[config.mk]
export PLATFORM = sky130hd
export DESIGN_NAME = hwloop_setup_decode
export DESIGN_NICKNAME = d
export VERILOG_FILES = /design/src/rtl/hwloop_pkg.sv /design/src/rtl/hwloop_setup_decode.sv /design/src/rtl/hwloop_set.sv
export VERILOG_INCLUDE_DIRS = /design/src /design/src/rtl
export SDC_FILE = /design/constraint.sdc
export NUM_CORES = 1
export LEC_CHECK = 0
export BUFFER_PORTS_ARGS = -buffer_cell sky130_fd_sc_hd__buf_2
export CAP_MARGIN = 20
export CORE_MARGIN = 2
export CORE_UTILIZATION = 24
export CTS_BUF_LIST = sky130_fd_sc_hd__clkbuf_16
export CTS_CLUSTER_SIZE = 25
export DETAILED_ROUTE_END_ITERATION = 8
export GPL_TIMING_DRIVEN = 0
export PLACE_DENSITY = 0.51
export SLEW_MARGIN = 0
export SYNTH_ARGS = -nofsm -noshare
export SYNTH_HDL_FRONTEND = slang
export SYNTH_SLANG_ARGS = --single-unit
[constraint.sdc]
create_clock -name SYS_CLK -period 2.67 [get_ports SYS_CLK]
set_input_delay 0.534 -clock SYS_CLK [delete_from_list [all_inputs] [get_ports SYS_CLK]]
set_output_delay 0.534 -clock SYS_CLK [all_outputs]
set_load 0.1 [all_outputs]
[src/rtl/hwloop_defs.svh]
/*
 * Constants for the hardware-loop setup decoder: encodings, field positions,
 * reset values.
 * Assumes a 32-bit instruction word and a 32-bit address space.
 */
`ifndef HWLOOP_DEFS_SVH
`define HWLOOP_DEFS_SVH

`define HWL_OPCODE 7'h2b
`define HWL_FUNCT3 3'h4
`define HWL_OPC_HI 6
`define HWL_F3_HI 14
`define HWL_F3_LO 12
`define HWL_SUB_HI 11
`define HWL_SUB_LO 8
`define HWL_SEL_BIT 7
`define HWL_RS1_HI 19
`define HWL_RS1_LO 15
`define HWL_IMM_HI 31
`define HWL_IMM_LO 20
`define HWL_ADDR_SHIFT 2
`define HWL_NEXT_INSN 32'h0000_0004
`define HWL_ADDR_RESET 32'h0000_0000
`define HWL_COUNT_RESET 32'h0000_0000

`endif

[src/rtl/hwloop_pkg.sv]
/*
 * Types for the hardware-loop setup decoder.
 * Assumes the constants header is compiled alongside.
 */
package hwloop_pkg;
   typedef enum logic [3:0] {
      OP_BEGIN_IMM = 4'h0,
      OP_BEGIN_REG = 4'h1,
      OP_FINAL_IMM = 4'h2,
      OP_FINAL_REG = 4'h3,
      OP_ITER_IMM = 4'h4,
      OP_ITER_REG = 4'h5,
      OP_SHORT_IMM = 4'h6,
      OP_SHORT_REG = 4'h7
   } hwl_op_t;
endpackage

[src/rtl/hwloop_setup_decode.sv]
/*
 * Decode and execute of the hardware-loop setup instructions. Writes the
 * begin, final and iteration-count state of loop 0 or loop 1.
 * Assumes INSN_VALID marks one issued instruction per cycle, on SYS_CLK,
 * with PC and RS1_VALUE belonging to that instruction.
 */
// Overview of operation
// RULE_01: Long forms write one field each; short forms write all three, body follows.
// RULE_02: Stored begin and final addresses always have their two low bits zero.
// RULE_03: Register begin and final forms drop the two low bits of rs1.
// RULE_04: Setup instructions exist only when the extension parameter equals 1.
// RULE_05: Instruction bit 7 selects loop set 0 or 1.
// RULE_06: Long immediate forms use PC plus immediate times 4; register forms copy rs1. The iteration immediate form stores the 12-bit imm as count.
// RULE_07: Fully immediate short setup: begin PC+4, final PC+5-bit imm*4, count 12-bit imm.
// RULE_08: Register short setup: begin PC+4, final PC+12-bit imm*4, count rs1.
// RULE_09: Opcode 0101011, funct3 100, sub-function bits 11:8 choose the operation.
// RULE_10: Field layout: immediate 31:20, rs1 field 19:15, zero fields where required.
// RULE_11: Sub-functions 1000 to 1111 are illegal and modify no loop state.
`timescale 1ns/1ps
`include "hwloop_defs.svh"
module hwloop_setup_decode #(
   parameter int CUSTOM_EXTENSION_ENABLE_PARAM = 1,
   parameter int NUM_LOOPS = 2
) (
   input wire logic SYS_CLK,
   input wire logic SYS_RST,
   input wire logic INSN_VALID,
   input wire logic [31:0] INSN,
   input wire logic [31:0] PC,
   input wire logic [31:0] RS1_VALUE,
   output logic SETUP_HIT,
   output logic ILLEGAL_INSN,
   output logic [31:0] LOOP0_BEGIN,
   output logic [31:0] LOOP0_FINAL,
   output logic [31:0] LOOP0_COUNT,
   output logic [31:0] LOOP1_BEGIN,
   output logic [31:0] LOOP1_FINAL,
   output logic [31:0] LOOP1_COUNT
);
   import hwloop_pkg::*;

   // Field extraction
   wire [6:0] opcode = INSN[`HWL_OPC_HI:0];
   wire [2:0] funct3 = INSN[`HWL_F3_HI:`HWL_F3_LO];
   wire [3:0] subfn = INSN[`HWL_SUB_HI:`HWL_SUB_LO]; // see RULE_09
   wire loop_sel = INSN[`HWL_SEL_BIT]; // see RULE_05
   wire [4:0] rs1_field = INSN[`HWL_RS1_HI:`HWL_RS1_LO];
   wire [11:0] wide_unsigned_immediate = INSN[`HWL_IMM_HI:`HWL_IMM_LO]; // see RULE_10
   wire [4:0] narrow_unsigned_immediate = rs1_field; // see RULE_10
   wire enabled = (CUSTOM_EXTENSION_ENABLE_PARAM == 1); // see RULE_04

   // Group decode: without the extension nothing under this opcode is ours
   wire group_hit = INSN_VALID && enabled && (opcode == `HWL_OPCODE)
      && (funct3 == `HWL_FUNCT3); // see RULE_04, see RULE_09
   wire sub_known = (subfn[3] == 1'b0); // see RULE_11
   hwl_op_t op;
   assign op = hwl_op_t'(subfn);

   // Reserved field checks: a malformed long form is refused rather than guessed
   wire imm_zero = (wide_unsigned_immediate == 12'h000);
   wire rs1_zero = (rs1_field == 5'h00);
   logic fields_ok;
   always_comb begin
      fields_ok = 1'b1;
      unique case (op)
         OP_BEGIN_IMM, OP_FINAL_IMM, OP_ITER_IMM: fields_ok = rs1_zero; // see RULE_10
         OP_BEGIN_REG, OP_FINAL_REG, OP_ITER_REG: fields_ok = imm_zero; // see RULE_10
         OP_SHORT_IMM, OP_SHORT_REG: fields_ok = 1'b1;
         default: fields_ok = 1'b0;
      endcase
   end

   wire do_exec = group_hit && sub_known && fields_ok;
   assign SETUP_HIT = do_exec;
   assign ILLEGAL_INSN = group_hit && !do_exec; // see RULE_11

   // Address arithmetic: immediates are word offsets from the instruction address
   wire [31:0] wide_ofs = {18'h00000, wide_unsigned_immediate, 2'h0};
   wire [31:0] narrow_ofs = {25'h0000000, narrow_unsigned_immediate, 2'h0};
   wire [31:0] pc_wide = PC + wide_ofs; // see RULE_06
   wire [31:0] pc_narrow = PC + narrow_ofs; // see RULE_07
   wire [31:0] pc_next = PC + `HWL_NEXT_INSN; // see RULE_07, see RULE_08
   wire [31:0] rs1_aligned = {RS1_VALUE[31:2], 2'h0}; // see RULE_03
   wire [31:0] imm_count = {20'h00000, wide_unsigned_immediate};

   // Per-operation values and write enables
   logic wr_b, wr_f, wr_c;
   logic [31:0] val_b, val_f, val_c;
   always_comb begin
      wr_b = 1'b0;
      wr_f = 1'b0;
      wr_c = 1'b0;
      val_b = pc_next;
      val_f = pc_wide;
      val_c = imm_count;
      unique case (op)
         OP_BEGIN_IMM: begin
            wr_b = 1'b1;
            val_b = pc_wide; // see RULE_06
         end
         OP_BEGIN_REG: begin
            wr_b = 1'b1;
            val_b = rs1_aligned; // see RULE_03, see RULE_06
         end
         OP_FINAL_IMM: begin
            wr_f = 1'b1;
            val_f = pc_wide; // see RULE_06
         end
         OP_FINAL_REG: begin
            wr_f = 1'b1;
            val_f = rs1_aligned; // see RULE_03, see RULE_06
         end
         OP_ITER_IMM: begin
            wr_c = 1'b1;
            val_c = imm_count; // see RULE_06
         end
         OP_ITER_REG: begin
            wr_c = 1'b1;
            val_c = RS1_VALUE; // see RULE_06
         end
         OP_SHORT_IMM: begin
            // Body starts right after the setup, so its reach is limited
            {wr_b, wr_f, wr_c} = 3'h7; // see RULE_01
            val_b = pc_next;
            val_f = pc_narrow; // see RULE_07
            val_c = imm_count; // see RULE_07
         end
         OP_SHORT_REG: begin
            {wr_b, wr_f, wr_c} = 3'h7; // see RULE_01
            val_b = pc_next;
            val_f = pc_wide; // see RULE_08
            val_c = RS1_VALUE; // see RULE_08
         end
         default: begin
            {wr_b, wr_f, wr_c} = 3'h0; // see RULE_11
         end
      endcase
   end

   // One state set per loop, written only when selected
   logic [31:0] begin_q [NUM_LOOPS];
   logic [31:0] final_q [NUM_LOOPS];
   logic [31:0] count_q [NUM_LOOPS];
   genvar g;
   generate
      for (g = 0; g < NUM_LOOPS; g++) begin : g_loop
         wire sel = do_exec && (int'(loop_sel) == g); // see RULE_05
         hwloop_set u_set (
            .clk(SYS_CLK),
            .rst(SYS_RST),
            .wr_begin(sel && wr_b),
            .wr_final(sel && wr_f),
            .wr_count(sel && wr_c),
            .begin_val(val_b),
            .final_val(val_f),
            .count_val(val_c),
            .begin_addr(begin_q[g]),
            .final_addr(final_q[g]),
            .count(count_q[g])
         );
      end
   endgenerate

   // Loop state outputs come straight from the storage flip-flops
   assign LOOP0_BEGIN = begin_q[0];
   assign LOOP0_FINAL = final_q[0];
   assign LOOP0_COUNT = count_q[0];
   assign LOOP1_BEGIN = begin_q[1];
   assign LOOP1_FINAL = final_q[1];
   assign LOOP1_COUNT = count_q[1];
endmodule

[src/rtl/hwloop_set.sv]
/*
 * One loop's state set: begin address, final address, iteration count.
 * Assumes the decoder presents aligned addresses and one-cycle write strobes.
 */
`timescale 1ns/1ps
`include "hwloop_defs.svh"
module hwloop_set (
   input wire logic clk,
   input wire logic rst,
   input wire logic wr_begin,
   input wire logic wr_final,
   input wire logic wr_count,
   input wire logic [31:0] begin_val,
   input wire logic [31:0] final_val,
   input wire logic [31:0] count_val,
   output logic [31:0] begin_addr,
   output logic [31:0] final_addr,
   output logic [31:0] count
);
   logic [29:0] begin_r;
   logic [29:0] final_r;
   logic [31:0] count_r;
   // Full-width reset address, so the stored part is a deliberate slice
   localparam logic [31:0] addr_rst = `HWL_ADDR_RESET;

   // Only the upper 30 bits are stored, so the low two can never be set
   always_ff @(posedge clk) begin
      if (rst) begin
         begin_r <= addr_rst[31:2];
         final_r <= addr_rst[31:2];
         count_r <= `HWL_COUNT_RESET;
      end else begin
         if (wr_begin) begin_r <= begin_val[31:2]; // see RULE_02
         if (wr_final) final_r <= final_val[31:2]; // see RULE_02
         if (wr_count) count_r <= count_val;
      end
   end

   // Low address bits are hardwired to zero
   assign begin_addr = {begin_r, 2'h0}; // see RULE_02
   assign final_addr = {final_r, 2'h0}; // see RULE_02
   assign count = count_r;
endmodule

==> flow_summary.ini <==
[outcome]
outcome = complete, no violations

[floorplan]
die_y_um = 216.1
initial_core_util_pct = 24.35
std_cell_rows = 77
fp.dieW_um = 216.1
die_area_mm2 = 0.04668
core_area_mm2 = 0.04432
pin_count = 293

[pwr]
p_leak_nw = 5.729
powerDensity_mw_per_mm2 = 466.4
total_power_mw = 6.499
peakVddDrop_mv = 0.3938

[clock_network]
cts.root.buffer_cell = clkbuf_16
worstSkewPairLatency_ns = 0.46
cts.htree.levels = 4
cts_sinks = 184
clkTransAtPathRegs_ns = 0.07
cts_buffers = 17
cts.path.max_buffers = 2
cts_tree = yes

[global_routing]
grt_pass1_wl_um = 78770
overflow = 0
grtUsageTotal_pct = 23.01
antenna_found_initial = 8
grt_max_degree = 17
grt_pass1_vias = 11600

[routing]
antenna_left = 0
avgRoutedWirePerCell_um = 24.57
viasPerCell = 5.367
num_vias = 12020
wirelength_um = 55050
first_pass_iters = 6
drt_iter0_drc = 1016
drc = 0

[synthesis]
ys_seq_area_share_pct = 34.13
syn-instance-count = 1327
synth_edf_count = 0
synth-async-reset-ratio_pct = 0
synth_warnings = 0
syn_area_mm2 = 0.01079
synth.lib_cells_used.distinct = 82
avgSynthCellArea_um2 = 8.132
yosys_most_used_dff = dfxtp_1
ys_seq_elements = 184

[cells_and_area]
nNetsFinal = 1754
fillers = 4810
layout-drive-gt1-share_pct = 27.50
final_cell_mix = buf_2, dfxtp_1, nand2_1
final-seq-area_mm2 = 0.003684
area_delta_synth_final_pct = 29.12
final_common_cell = buf_2
multi_input_area_mm2 = 0.006814
final_cell_area_mm2 = 0.01393

[worst_setup_path]
cp-startpoint = INSN[10]
r2r_start = g_loop[0].u_set.begin_r[17]
crit_path_start_kind = input port
worst-setup-path-type = input port to register
required_ns = 2.99
cp-end-kind = register
crit_arrival_ns = 2.94
cp_max_fo = 10

[placement]
place_hpwl_um = 44090
portBuffers = 271
place_area_mm2 = 0.01299
gp_routability_congestion = 0.9644

[worst_hold_path]
hold_path.class = input port to register
hp-start = RS1_VALUE[25]

[sta]
min_period_ns = 2.625
fin_worst_skew_ns = 0
finalSetupViolations = 0
max_freq_ghz = 0.3810
drv_slew = 0
min_period_over_period_pct = 98.31
rsz0062_at_grt = true
tightest_slew_ns = 0.9371
hold_viol = 0
whs_ns = 0.3901
maxSlewHeadroom_pct = 37.41

[job]
drv_cap = 0
-- through the flow --
stage          setup WS [ns]  utilization [%]  cells  TNS [ns]
2_1_floorplan       -0.03160                -   1334   -0.5587
3_3_place_gp          -1.590            29.30   2197    -72.21
3_5_place_dp          -1.621            29.30   2197    -75.53
4_1_cts             0.001681            30.97   2232         0
5_1_grt             -0.02859            31.44   2239   -0.1038
6_report             0.04520            31.44   2240         0
-- where the power goes --
| part | internal, mW | total (mW) | switching (mW) |
|---|---|---|---|
| clock | 1.36 | 2.51 | 1.15 |
| combinational | 0.378 | 1.25 | 0.868 |
| sequential | 2.74 | 2.74 | 0.0000266 |
| total | 4.48 | 6.50 | 2.02 |
-- flip-flops by register name, summed over array words and instances (netlist names) --
signal                flops
g_loop.u_set.count       64
g_loop.u_set.final_r     60
g_loop.u_set.begin_r     60
-- Yosys cell counts (20+ instances only) --
| cell | number | share of area, % |
|---|---|---|
| a21oi_1 | 87 | 4.0 |
| nor2_1 | 112 | 3.9 |
| buf_2 | 34 | 1.6 |
| nand2_1 | 138 | 4.8 |
| a31oi_1 | 64 | 3.7 |
| a22oi_1 | 55 | 3.8 |
| o21ai_0 | 43 | 2.0 |
| dfxtp_1 | 184 | 34 |
| o21bai_1 | 56 | 3.9 |
| a211oi_1 | 54 | 3.8 |
| nor3_1 | 29 | 1.3 |
| xnor2_1 | 31 | 2.5 |
| buf_4 | 20 | 1.4 |
| xor2_1 | 22 | 1.8 |
| clkbuf_1 | 65 | 2.3 |
| nand3_1 | 31 | 1.4 |
-- worst paths after layout --
check / slack (ns) / endpoint / cells after the start
hold / removal: 0.39 / g_loop[0].u_set.count[25] / 3
setup reg to reg: 1.81 / g_loop[0].u_set.begin_r[17] / 3
hold reg to reg: 0.45 / g_loop[0].u_set.begin_r[5] / 2
setup / recovery: 0.05 / g_loop[1].u_set.final_r[7] / 7
-- timing repair --
action	4_1_cts	5_1_grt
endpoints found under the setup margin	65	84
hold endpoints to repair	0	0
hold buffers	0	0
setup buffers	5	9
pin swaps	5	10
gates resized for setup	28	34
-- critical path, stage by stage --
cell,delay (ns)
buf_2,0.16
clkbuf_1,0.38
xor2_1,0.21
nand3b_1,0.42
clkbuf_2,0.43
a221oi_1,0.64
a211oi_1,0.16
-- area by class of cell --
cell class                 count  share of cell area [%]
sequential                   184                   26.43
buffer                       122                   4.346
multi-input combinational   1014                   48.90
antenna                        1                 0.01796
clock inverter                14                  0.9518
timing repair buffer         285                   10.69
tap                          592                   5.316
clock buffer                  17                   3.053
inverter                      11                  0.2963
-- layer usage --
| metal | GRT usage (%) | share of wire, % | up-vias |
|---|---|---|---|
| li1 | - | - | 5565 |
| met4 | 11.05 | 4.0 | 14 |
| met5 | 0 | 0.19 | - |
| met2 | 36.73 | 45 | 530 |
| met3 | 6.246 | 8.0 | 110 |
| met1 | 28.68 | 42 | 5803 |
-- logic make-up after synthesis --
kind of cell             count (synthesis)  synth area share (%)
AO/OA/AOI/OAI                          466                 30.13
XOR/XNOR                                53                 4.301
adder cells (fa/ha/maj)                 20                 2.458
buffers and inverters                  136                 5.901
flip-flops                             184                 34.13
multiplexers                            22                 2.191
other                                    1               0.03475
AND/OR/NAND/NOR                        445                 20.85
Power figures use the tool's default switching activity.
